**config.mk**
```make
export PLATFORM = sky130hd
export DESIGN_NAME = tbwc_block_write
export DESIGN_NICKNAME = d
export VERILOG_FILES = /design/src/tbwc_pkg.sv /design/src/tbwc_stream_if.sv /design/src/tbwc_fifo.sv /design/src/tbwc_block_write.sv
export VERILOG_INCLUDE_DIRS = /design/src /design/src/src
export SDC_FILE = /design/constraint.sdc
export NUM_CORES = 1
export LEC_CHECK = 0
export BUFFER_PORTS_ARGS = -buffer_cell sky130_fd_sc_hd__buf_2
export CORE_UTILIZATION = 40
export CTS_BUF_LIST = sky130_fd_sc_hd__clkbuf_8
export DETAILED_ROUTE_END_ITERATION = 8
export GPL_TIMING_DRIVEN = 0
export HOLD_SLACK_MARGIN = 0.08
export PLACE_DENSITY = 0.57
export SYNTH_ARGS = -nofsm -noshare
export SYNTH_HDL_FRONTEND = slang
export SYNTH_SLANG_ARGS = --single-unit
export TNS_END_PERCENT = 100
```
**constraint.sdc**
```tcl
create_clock -name i_mclk -period 7.08 [get_ports i_mclk]
set_input_delay 1.416 -clock i_mclk [delete_from_list [all_inputs] [get_ports i_mclk]]
set_output_delay 1.416 -clock i_mclk [all_outputs]
set_load 0.02 [all_outputs]
```
**src/tbwc_map.svh**
```systemverilog
// Operation
// (RULE1) Command code 0x05 starts multi-block write
// (RULE2) Arguments: start, count, offset, selector, key
// (RULE3) Start block is absolute index, not bytes
// (RULE4) Host gives block count above zero
// (RULE5) Host keeps offset plus size within buffer
// (RULE6) Selector bit 6 enables supplied key
// (RULE7) Selector bit 7 picks key B, else A
// (RULE8) Key bytes held least significant first
// (RULE9) Authenticate starting sector before any write; code does so only when selector bit 6 is set
// (RULE10) Failed authentication reports error, ends command
// (RULE11) Write first block then following blocks in order
// (RULE12) Skip key and lock blocks entirely
// (RULE13) New sector re-authenticated with same key
// (RULE14) Success writes no-error result value
// (RULE15) Failed block write reports error code
// (RULE16) Buffer pointer advances one block per block
`ifndef TBWC_MAP_SVH
`define TBWC_MAP_SVH
`define TBWC_CMD_WRITE_BLK  8'h05
`define TBWC_ARG_START      4'h0
`define TBWC_ARG_COUNT      4'h1
`define TBWC_ARG_OFFSET     4'h3
`define TBWC_ARG_KEYSEL     4'h4
`define TBWC_ARG_KEY        4'h5
`define TBWC_KEY_BYTES      4'h6
`define TBWC_KEYSEL_USE     6
`define TBWC_KEYSEL_B       7
`define TBWC_BLK_BYTES      5'h10
`define TBWC_BUF_LEN        13'h0100
`define TBWC_BIG_SECT_BLK   8'h80
`define TBWC_RES_OK         8'h00
`define TBWC_RES_BAD_CMD    8'h01
`define TBWC_RES_BAD_ARG    8'h02
`define TBWC_RES_AUTH_ERR   8'h03
`define TBWC_RES_WR_ERR     8'h04
`define TBWC_FIFO_DEPTH     16
`define TBWC_FIFO_WIDTH     8
`endif

```
**src/tbwc_pkg.sv**
```systemverilog
package tbwc_pkg;
  typedef enum logic [5:0] {
    TBWC_IDLE  = 6'b000001,
    TBWC_CHECK = 6'b000010,
    TBWC_SEEK  = 6'b000100,
    TBWC_AUTH  = 6'b001000,
    TBWC_WRITE = 6'b010000,
    TBWC_DONE  = 6'b100000
  } tbwc_state_type;
endpackage

```
**src/tbwc_stream_if.sv**
```systemverilog
`timescale 1ns/1ps
interface tbwc_stream_if #(parameter int WIDTH = 8);
  logic             valid;
  logic             ready;
  logic [WIDTH-1:0] data;
  modport src (output valid, output data, input ready);
  modport snk (input valid, input data, output ready);
endinterface

```
**src/tbwc_fifo.sv**
```systemverilog
`timescale 1ns/1ps
module tbwc_fifo #(
  parameter int WIDTH = 8,
  parameter int DEPTH = 16
) (
  input  wire logic i_mclk,
  input  wire logic i_reset,
  input  wire logic i_ce,
  tbwc_stream_if.snk s_in,
  tbwc_stream_if.src s_out
);
  localparam int AW = $clog2(DEPTH);
  logic [WIDTH-1:0] mem_ff [DEPTH];
  logic [AW-1:0]    wr_ptr_ff;
  logic [AW-1:0]    rd_ptr_ff;
  logic [AW:0]      count_ff;
  logic             push;
  logic             pop;

  // Honest flags: full stalls the filler, empty stalls the drain
  assign s_in.ready  = (count_ff != (AW+1)'(DEPTH));
  assign s_out.valid = (count_ff != '0);
  assign s_out.data  = mem_ff[rd_ptr_ff];
  assign push        = i_ce && s_in.valid && s_in.ready;
  assign pop         = i_ce && s_out.valid && s_out.ready;

  always_ff @(posedge i_mclk) begin
    if (push) begin
      mem_ff[wr_ptr_ff] <= s_in.data;
    end
  end

  always_ff @(posedge i_mclk or posedge i_reset) begin
    if (i_reset) begin
      wr_ptr_ff <= '0;
      rd_ptr_ff <= '0;
      count_ff  <= '0;
    end else begin
      if (push) begin
        wr_ptr_ff <= (wr_ptr_ff == AW'(DEPTH-1)) ? '0 : wr_ptr_ff + 1'b1;
      end
      if (pop) begin
        rd_ptr_ff <= (rd_ptr_ff == AW'(DEPTH-1)) ? '0 : rd_ptr_ff + 1'b1;
      end
      if (push && !pop) begin
        count_ff <= count_ff + 1'b1;
      end else if (pop && !push) begin
        count_ff <= count_ff - 1'b1;
      end
    end
  end
endmodule

```
**src/tbwc_block_write.sv**
```systemverilog
`timescale 1ns/1ps
`include "tbwc_map.svh"
module tbwc_block_write
  import tbwc_pkg::*;
(
  // Clock, reset, enable
  input  wire logic        i_mclk,
  input  wire logic        i_reset,
  input  wire logic        i_ce,
  // Command and argument record
  input  wire logic        i_cmd_valid,
  input  wire logic [7:0]  i_cmd_code,
  input  wire logic [7:0]  i_arg_start,
  input  wire logic [7:0]  i_arg_count,
  input  wire logic [7:0]  i_arg_offset,
  input  wire logic [7:0]  i_arg_keysel,
  input  wire logic [47:0] i_arg_key,
  // Status
  output logic             o_busy,
  output logic             o_done,
  output logic [7:0]       o_result,
  // Data buffer read port, data in the same cycle as the strobe
  output logic             o_buf_rd,
  output logic [7:0]       o_buf_addr,
  input  wire logic [7:0]  i_buf_data,
  // Tag authentication
  output logic             o_auth_req,
  output logic [5:0]       o_auth_sector,
  output logic             o_auth_key_b,
  output logic [47:0]      o_auth_key,
  input  wire logic        i_auth_done,
  input  wire logic        i_auth_ok,
  // Tag block write
  output logic             o_wr_req,
  output logic [7:0]       o_wr_blk,
  output logic             o_tag_valid,
  output logic [7:0]       o_tag_byte,
  input  wire logic        i_tag_ready,
  input  wire logic        i_wr_done,
  input  wire logic        i_wr_ok
);
  tbwc_state_type state_ff;
  logic [7:0]  blk_ff;
  logic [7:0]  cnt_ff;
  logic [7:0]  left_ff;
  logic [7:0]  ofs_ff;
  logic [7:0]  keysel_ff;
  logic [47:0] key_ff;
  logic [5:0]  sect_ff;
  logic        authed_ff;
  logic [7:0]  buf_ptr_ff;
  logic [7:0]  addr_ff;
  logic [4:0]  rd_left_ff;
  logic        rd_pend_ff;
  logic        busy_ff;
  logic        done_ff;
  logic [7:0]  result_ff;
  logic        auth_req_ff;
  logic        key_b_ff;
  logic        wr_req_ff;
  logic        tag_valid_ff;
  logic [7:0]  tag_byte_ff;
  logic        skip_blk;
  logic [5:0]  blk_sect;
  logic        use_key;
  logic        overflow;
  logic        rd_go;

  tbwc_stream_if #(.WIDTH(`TBWC_FIFO_WIDTH)) fill_if ();
  tbwc_stream_if #(.WIDTH(`TBWC_FIFO_WIDTH)) drain_if ();

  tbwc_fifo #(
    .WIDTH (`TBWC_FIFO_WIDTH),
    .DEPTH (`TBWC_FIFO_DEPTH)
  ) u_fifo (
    .i_mclk  (i_mclk),
    .i_reset (i_reset),
    .i_ce    (i_ce),
    .s_in    (fill_if.snk),
    .s_out   (drain_if.src)
  );

  ////////////////////////////////////////////////////////////////////////////////
  // Block map: small sectors of 4 below block 128, large sectors of 16 from block 128 up
  assign skip_blk = (blk_ff == 8'h00) ||                                        // RULE12
                    (blk_ff >= `TBWC_BIG_SECT_BLK ? blk_ff[3:0] == 4'hf
                                                  : blk_ff[1:0] == 2'h3);
  assign blk_sect = blk_ff[7] ? {3'b100, blk_ff[6:4]} : {1'b0, blk_ff[6:2]};  // RULE3
  assign use_key  = keysel_ff[`TBWC_KEYSEL_USE];                              // RULE6
  // Host is meant to keep these in range; checked anyway so a bad record cannot wrap
  assign overflow = ({5'h00, ofs_ff} + {cnt_ff, 4'h0}) > `TBWC_BUF_LEN;       // RULE5

  ////////////////////////////////////////////////////////////////////////////////
  // Command sequencing
  always_ff @(posedge i_mclk or posedge i_reset) begin
    if (i_reset) begin
      state_ff    <= TBWC_IDLE;
      blk_ff      <= 8'h00;
      cnt_ff      <= 8'h00;
      left_ff     <= 8'h00;
      ofs_ff      <= 8'h00;
      keysel_ff   <= 8'h00;
      key_ff      <= 48'h0;
      sect_ff     <= 6'h00;
      authed_ff   <= 1'b0;
      busy_ff     <= 1'b0;
      done_ff     <= 1'b0;
      result_ff   <= `TBWC_RES_OK;
      auth_req_ff <= 1'b0;
      key_b_ff    <= 1'b0;
      wr_req_ff   <= 1'b0;
    end else if (i_ce) begin
      done_ff     <= 1'b0;
      auth_req_ff <= 1'b0;
      wr_req_ff   <= 1'b0;
      case (state_ff)
        TBWC_IDLE: begin
          if (i_cmd_valid) begin
            busy_ff   <= 1'b1;
            blk_ff    <= i_arg_start;                                         // RULE2
            cnt_ff    <= i_arg_count;
            left_ff   <= i_arg_count;
            ofs_ff    <= i_arg_offset;
            keysel_ff <= i_arg_keysel;
            key_ff    <= i_arg_key;                                           // RULE8
            authed_ff <= 1'b0;
            if (i_cmd_code == `TBWC_CMD_WRITE_BLK) begin                       // RULE1
              state_ff <= TBWC_CHECK;
            end else begin
              result_ff <= `TBWC_RES_BAD_CMD;
              state_ff  <= TBWC_DONE;
            end
          end
        end
        TBWC_CHECK: begin
          if (cnt_ff == 8'h00 || overflow) begin                              // RULE4
            result_ff <= `TBWC_RES_BAD_ARG;
            state_ff  <= TBWC_DONE;
          end else begin
            state_ff <= TBWC_SEEK;
          end
        end
        TBWC_SEEK: begin
          if (skip_blk) begin
            if (blk_ff == 8'hff) begin
              result_ff <= `TBWC_RES_WR_ERR;
              state_ff  <= TBWC_DONE;
            end else begin
              blk_ff <= blk_ff + 8'h01;                                       // RULE12
            end
          end else if (use_key && (!authed_ff || blk_sect != sect_ff)) begin  // RULE9 RULE13
            auth_req_ff <= 1'b1;
            sect_ff     <= blk_sect;
            key_b_ff    <= keysel_ff[`TBWC_KEYSEL_B];                         // RULE7
            state_ff    <= TBWC_AUTH;
          end else begin
            wr_req_ff <= 1'b1;
            state_ff  <= TBWC_WRITE;
          end
        end
        TBWC_AUTH: begin
          if (i_auth_done) begin
            if (i_auth_ok) begin
              authed_ff <= 1'b1;
              wr_req_ff <= 1'b1;
              state_ff  <= TBWC_WRITE;
            end else begin
              result_ff <= `TBWC_RES_AUTH_ERR;                                // RULE10
              state_ff  <= TBWC_DONE;
            end
          end
        end
        TBWC_WRITE: begin
          if (i_wr_done) begin
            if (!i_wr_ok) begin
              result_ff <= `TBWC_RES_WR_ERR;                                  // RULE15
              state_ff  <= TBWC_DONE;
            end else if (left_ff == 8'h01) begin
              result_ff <= `TBWC_RES_OK;                                      // RULE14
              state_ff  <= TBWC_DONE;
            end else begin
              left_ff  <= left_ff - 8'h01;                                    // RULE11
              blk_ff   <= blk_ff + 8'h01;
              state_ff <= TBWC_SEEK;
            end
          end
        end
        TBWC_DONE: begin
          busy_ff  <= 1'b0;
          done_ff  <= 1'b1;
          state_ff <= TBWC_IDLE;
        end
        default: begin
          state_ff <= TBWC_IDLE;
        end
      endcase
    end
  end

  ////////////////////////////////////////////////////////////////////////////////
  // Buffer reads: one byte in flight, only while the FIFO has room
  assign rd_go         = (state_ff == TBWC_WRITE) && (rd_left_ff != 5'h00) &&
                         !rd_pend_ff && fill_if.ready;
  assign fill_if.valid = rd_pend_ff;
  assign fill_if.data  = i_buf_data;

  always_ff @(posedge i_mclk or posedge i_reset) begin
    if (i_reset) begin
      buf_ptr_ff <= 8'h00;
      addr_ff    <= 8'h00;
      rd_left_ff <= 5'h00;
      rd_pend_ff <= 1'b0;
    end else if (i_ce) begin
      rd_pend_ff <= rd_go;
      // Address of the byte in flight, kept in a flop so the port is glitch free
      if (rd_go) begin
        addr_ff <= buf_ptr_ff;
      end
      if (state_ff == TBWC_CHECK) begin
        buf_ptr_ff <= ofs_ff;                                                 // RULE16
      end else if (rd_go) begin
        buf_ptr_ff <= buf_ptr_ff + 8'h01;                                     // RULE16
      end
      if (wr_req_ff) begin
        rd_left_ff <= `TBWC_BLK_BYTES;                                        // RULE16
      end else if (rd_go) begin
        rd_left_ff <= rd_left_ff - 5'h01;
      end
    end
  end

  ////////////////////////////////////////////////////////////////////////////////
  // Output stage so tag data leaves from a flop
  assign drain_if.ready = !tag_valid_ff || i_tag_ready;

  always_ff @(posedge i_mclk or posedge i_reset) begin
    if (i_reset) begin
      tag_valid_ff <= 1'b0;
      tag_byte_ff  <= 8'h00;
    end else if (i_ce && drain_if.ready) begin
      tag_valid_ff <= drain_if.valid;
      tag_byte_ff  <= drain_if.data;
    end
  end

  assign o_busy        = busy_ff;
  assign o_done        = done_ff;
  assign o_result      = result_ff;
  assign o_buf_rd      = rd_pend_ff;
  assign o_buf_addr    = addr_ff;
  assign o_auth_req    = auth_req_ff;
  assign o_auth_sector = sect_ff;
  assign o_auth_key_b  = key_b_ff;
  assign o_auth_key    = key_ff;
  assign o_wr_req      = wr_req_ff;
  assign o_wr_blk      = blk_ff;
  assign o_tag_valid   = tag_valid_ff;
  assign o_tag_byte    = tag_byte_ff;
endmodule

```
; Word-level counts from Yosys, hierarchy flattened
; Memory sizes are Yosys's and may differ from the RTL's. A register that Yosys moved wholly into a read port is not among the register bits.
; Index checks and enable logic that the tools add are counted.
; W data, S select, Z words.
[word_totals]
ff_bits = 150
mem_count = 1
out_inout_bits = 93
ramBits = 128
in_bits = 105
[op_classes]
n_eq_ne = 29
n_bitwise = 1
muxes = 62
reduce_logical = 43
add_sub_neg = 9
n_lt_le_gt_ge = 2
[mem_list]
columns = name, depth, word_bits, read_ports, rd_ports_with_merged_regs, wr, line
row1 = u_fifo.mem_ff, 16, 8, 1, 1, 1, tbwc_fifo.sv:13  ; logic [WIDTH-1:0] mem_ff [DEPTH];
[ops]
columns = op, count
row1 = $mux W8, 22
row2 = $mux W6, 11
row3 = $pmux W8 S5, 1
row4 = $pmux W6 S5, 1
row5 = $mux W5, 5
row6 = $ne A2 B2 Y1 const B, 12
row7 = $pmux W8 S3, 1
row8 = $add A8 B1 Y8 const B, 2
row9 = $logic_not A8 Y1, 2
row10 = $pmux W8 S2, 1
row11 = $mux W1, 15
row12 = $reduce_bool A5 Y1, 3
row13 = $add A8 B12 Y13, 1
row14 = $gt A13 B9 Y1 const B, 1
row15 = $eq A4 B4 Y1 const B, 3
row16 = $reduce_bool A2 Y1, 6
row17 = $logic_and A1 B1 Y1, 11
row18 = $reduce_and A11 Y1, 1
row19 = $reduce_and A5 Y1, 2
row20 = $sub A5 B1 Y5 const B, 2
row21 = $add A4 B1 Y4 const B, 2
row22 = $eq A8 B1 Y1 const B, 1
row23 = $eq A8 B3 Y1 const B, 1
row24 = $eq A8 B8 Y1 const B, 1
row25 = other kinds (24), 38

; Depth between registers and ports, before layout
[logic_depth]
ltp_word = 7
depth_mapped = 12
mapped_depth_nobuf = 12

; By module
; A second synthesis with hierarchy kept.
[hier_totals]
hier_cells = 926
area_unflattened_um2 = 12502.0
[by_module_without_submodules]
columns = module, area_each_um2, cells_each, instances
row1 = tbwc_block_write, 6625.1, 589, 1
row2 = tbwc_fifo, 5876.9, 337, 1

; Worst setup path after synthesis
; No wires, ideal clock.
[synth_path]
kind = input to register
from = input port i_ce
to = register u_fifo.count_ff[4]
setup_slack_ns = 3.317
path_buffers = 1
cell_stages = 12
arrival_ns = 3.640
setup_ns = 0.123
cell_sequence = clkbuf_1 > o21ai_1 > a21oi_1 > inv_1 > ha_1 > inv_1 > ha_1 > a21o_1 > a21oi_1 > xnor2_1 > nor2_1 > xnor2_1
[synth_via]
elab_chain_len = 5
word_cells_on_any_way = 10
classes_between = 1 x mux / 9 x reduce/logical
[synth_rtl]
columns = item, line
row1 = "start, declared", tbwc_block_write.sv:9  ; input wire logic i_ce,
row2 = $logic_and A1 B1 Y1 (on tied branches) (2 in a row), "tbwc_fifo.sv:25, tbwc_fifo.sv:24"
row3 = $logic_not A1 Y1 (on tied branches), "tbwc_fifo.sv:45, tbwc_fifo.sv:47"
row4 = $logic_and A1 B1 Y1 (on tied branches), "tbwc_fifo.sv:45, tbwc_fifo.sv:47"
row5 = $mux W5 or $reduce_bool A2 Y1 (tied branches), -
row6 = "end signal, assigned", tbwc_fifo.sv:46  ; count_ff <= count_ff + 1'b1;
row7 = "end signal, assigned", tbwc_fifo.sv:48  ; count_ff <= count_ff - 1'b1;
row8 = "end, declared", tbwc_fifo.sv:16  ; logic [AW:0] count_ff;
; Several ways; a longest one is shown, not always the timed one.
; A chain may end at the register's enable or synchronous reset.

; Worst setup path after layout
; Ends and elaborated chain as after synthesis.

==> reports/summary.log <==
qor: global_route.grt_pass1_vias 7670
qor: run_status.outcome complete, no violations
qor: critical_path.crit_required 7.56 ns
qor: floorplanning.pin_count 198
qor: yosys.yosys.area.top_type_share 0.319
qor: clock_network.clockBufferDepth 3
qor: floorplanning.coreArea 29600 sq um
qor: yosys.post_synth_edffs 128
qor: global_route.wire_length_of_the_first_global_routing_pass 43.0 mm
qor: sta.rsz0062_at_grt no
qor: global_route.grt.busiest_layer met2
qor: floorplanning.fp.dieArea 30800 sq um
qor: clock_network.worst_skew_pair.late_latency 0.60 ns
qor: clock_network.post_cts_resized 0
qor: yosys.asyncSetResetFlopFracSynth 0.535
qor: placed_design.placed_area 13500 sq um
qor: final_layout.diodes 0
qor: critical_path.worst_reg2reg_path_endpoint u_fifo.count_ff[4]
qor: global_route.gr-total-overflow 0
qor: detailed_routing.post_drt_via_cell_ratio 5.11
qor: power.p_leak 5.98 nW
qor: sta.postLayoutSetupSlackWorst 2.83 ns
qor: global_route.groute.layer.met2.usage 0.308
qor: yosys.synth-seq-cells 275
qor: clock_network.cts.clk_slew.worst_paths 0.06 ns
qor: global_route.global_route_usage_sum 0.182
qor: yosys.commonest_cells_in_the_synthesized_netlist sky130_fd_sc_hd__dfrtp_1, sky130_fd_sc_hd__edfxtp_1, sky130_fd_sc_hd__mux2_2
qor: sta.total_setup_violations_reported_at_the_end_of_the_flow 0
qor: yosys.yosys_warnings 0
qor: yosys.synthesis.area_per_instance 14.4 sq um
qor: sta.finalHoldViolCount 0
qor: clock_network.cts_setup_buffers 0
qor: sta.timing.fmax 0.235 GHz
qor: hold_path.worst_hold_startpoint o_auth_req
qor: yosys.synthMostInstantiatedCell sky130_fd_sc_hd__dfrtp_1
qor: floorplanning.floorplan.rows 63
qor: power.sw_power 2.05 mW
qor: floorplanning.chipWidth 175 um
qor: yosys.synth_flop_cell sky130_fd_sc_hd__dfrtp_1
qor: power.seqPwrFrac 0.397
qor: power.irDropWorstVdd 0.151 mV
qor: final_layout.final_layout_size_suffix_gt1_frac 0.376
qor: global_route.grt_max_degree 95
qor: yosys.syn_area 12000 sq um
qor: power.power.share.switching 0.357
qor: critical_path.worstSetupPathType in -> reg
qor: clock_network.tritoncts done
qor: critical_path.worstRegToRegCells 12
qor: placed_design.globalplace.congestion 0.830
qor: power.combinationalPowerShare 0.360
qor: critical_path.rr_startpoint o_tag_valid
qor: detailed_routing.wire_per_inst 18.6 um
qor: placed_design.place_worst_setup_slack 2.26 ns
qor: clock_network.htree_levels 2
qor: floorplanning.die_height 175 um
qor: critical_path.rrSetupSlack 3.76 ns
qor: sta.maxSlewViolCount 0
qor: final_layout.multi_input_comb_area 4210 sq um
qor: power.post-layout-total-power 5.74 mW
qor: detailed_routing.dr.first_iter.drc_count 478
qor: clock_network.clock-root-buffer sky130_fd_sc_hd__clkbuf_8
qor: hold_path.worstHoldEndpoint o_auth_req
qor: detailed_routing.remaining_drc_errors 0
qor: final_layout.fin_nets 1205
qor: detailed_routing.via_count 7704
qor: detailed_routing.detailedRoute.firstPassIterationCount 5
qor: final_layout.register_area 7520 sq um
qor: global_route.initial_antenna_violation_count 0
qor: critical_path.startpoint_type primary input
qor: yosys.post_synth_inst_count 837
qor: sta.clock_skew 0.0613 ns
qor: clock_network.ctsHoldBuffers 0
qor: power.power_frac_clock 0.242
qor: sta.period_needed 4.25 ns
qor: sta.max_slew.worst_pin.slew 1.10 ns
qor: yosys.synthTopCellsByArea sky130_fd_sc_hd__edfxtp_1, sky130_fd_sc_hd__dfrtp_1, sky130_fd_sc_hd__mux2_2
qor: yosys.yosys.cell_types.count 76
qor: hold_path.holdCritPathClass reg -> reg
qor: global_route.grt.met3_usage 0.0372
qor: sta.max-slew-margin-rel 0.264
qor: flow_run.max_capacitance_violation_count 0
qor: placed_design.place_hpwl 19.4 mm
qor: final_layout.stdcell_area 14500 sq um
qor: power.power_density 397 nW/um^2
qor: clock_network.clock_sinks 275
qor: yosys.synth_largest_area_cell sky130_fd_sc_hd__edfxtp_1
qor: detailed_routing.ant_nets 0
qor: hold_path.whs_path_depth 1
qor: floorplanning.initial_utilization 0.406
qor: placed_design.io_buffer_count 186
qor: clock_network.cts_made_buffers 48
qor: detailed_routing.route.final.wire_length 28.0 mm
qor: global_route.grtUsageMet1 0.231
qor: critical_path.critical_path_peak_fanout 10
qor: sta.finalCritPeriodShare 0.600
qor: final_layout.syn2layout_area_growth 20.2%
qor: critical_path.crit_arrival 4.73 ns
qor: critical_path.critical_path.endpoint_type register
qor: power.cellInternalPower 3.69 mW
qor: yosys.synth-seq-area-share 0.625
qor: final_layout.fillers 2670
## power by group through the flow
stage	Combinational (mW)	Sequential [mW]	Clock [mW]
2_1_floorplan	1.23	2.53	0
3_3_place_gp	2.06	2.31	0
3_5_place_dp	2.09	2.31	0
4_1_cts	2.10	2.29	1.43
5_1_grt	2.26	2.33	1.50
6_report	2.07	2.28	1.39
## worst max-delay path, stage by stage
cell and delay [ns]:
sky130_fd_sc_hd__buf_2 0.13, sky130_fd_sc_hd__clkbuf_1 0.47, sky130_fd_sc_hd__o21ai_1 0.54, sky130_fd_sc_hd__a21oi_1 0.55
sky130_fd_sc_hd__inv_1 0.22, sky130_fd_sc_hd__ha_1 0.28, sky130_fd_sc_hd__inv_1 0.14, sky130_fd_sc_hd__ha_1 0.29
sky130_fd_sc_hd__a21o_1 0.19, sky130_fd_sc_hd__a21oi_1 0.18, sky130_fd_sc_hd__xnor2_1 0.13, sky130_fd_sc_hd__nor2_1 0.06
sky130_fd_sc_hd__xnor2_1 0.13
## stage by stage
| step | hold WS [ns] | utilization | TNS, ns | std cells |
|---|---|---|---|---|
| after floorplan | 0.463 | - | 0 | 841 |
| after CTS | 0.478 | 0.488 | 0 | 1507 |
| final | 0.473 | 0.488 | 0 | 1507 |
| after global placement | 0.460 | 0.455 | -47.36 | 1417 |
| after detailed placement | 0.464 | 0.456 | 0 | 1418 |
| after global routing | 0.508 | 0.488 | 0 | 1507 |
## layout make-up
cell class	count	area share
plain buffers	46	0.0157
repair buffers	187	0.0662
inverters	29	0.00787
multi-input cells	491	0.291
flip-flops and latches	275	0.520
well taps	390	0.0337
clock inverters	33	0.0119
clock buffers	56	0.0533
## cell families after synthesis
logic type               synth area share
adder cells (fa/ha/maj)            0.0241
flip-flops                          0.625
XOR/XNOR                           0.0124
other                            0.000312
buffers and inverters              0.0280
AND/OR/NAND/NOR                    0.0739
multiplexers                        0.161
AO/OA/AOI/OAI                      0.0756
## routing by layer
layer / wire [um] / vias up
li1: - / 3643
met2: 13800 / 196
met5: 0 / -
met1: 11900 / 3806
met4: 777 / 0
met3: 1490 / 59
## layout by cell type (no fill, tap or decap), types with 40 or more instances in the layout
cell	count
sky130_fd_sc_hd__buf_2	200
sky130_fd_sc_hd__edfxtp_1	128
sky130_fd_sc_hd__mux2_2	86
sky130_fd_sc_hd__dfrtp_1	146
sky130_fd_sc_hd__clkbuf_8	56
sky130_fd_sc_hd__nand2_1	42
sky130_fd_sc_hd__inv_1	54
sky130_fd_sc_hd__mux4_2	40
sky130_fd_sc_hd__o21ai_0	43
sky130_fd_sc_hd__nor2_1	44
## sequential cells by signal, indices dropped and copies added (netlist names), 2 cells and up
name	flops
u_fifo.mem_ff	128
o_auth_key	48
buf_ptr_ff	8
cnt_ff	8
left_ff	8
o_buf_addr	8
o_tag_byte	8
o_wr_blk	8
ofs_ff	8
o_auth_sector	6
state_ff	6
rd_left_ff	5
u_fifo.count_ff	5
u_fifo.rd_ptr_ff	4
u_fifo.wr_ptr_ff	4
o_result	3
keysel_ff	2
## how the worst max path moves through the flow
stage            start                  to  slack (ns)
6_report          i_ce  u_fifo.count_ff[4]        2.83
2_1_floorplan  i_reset           authed_ff        1.71
5_1_grt           i_ce  u_fifo.count_ff[4]        2.60
4_1_cts           i_ce  u_fifo.count_ff[4]        2.86
3_5_place_dp      i_ce  u_fifo.count_ff[4]        2.26
3_3_place_gp   i_reset          left_ff[0]       -0.34
(Power assumes the default switching activity.)
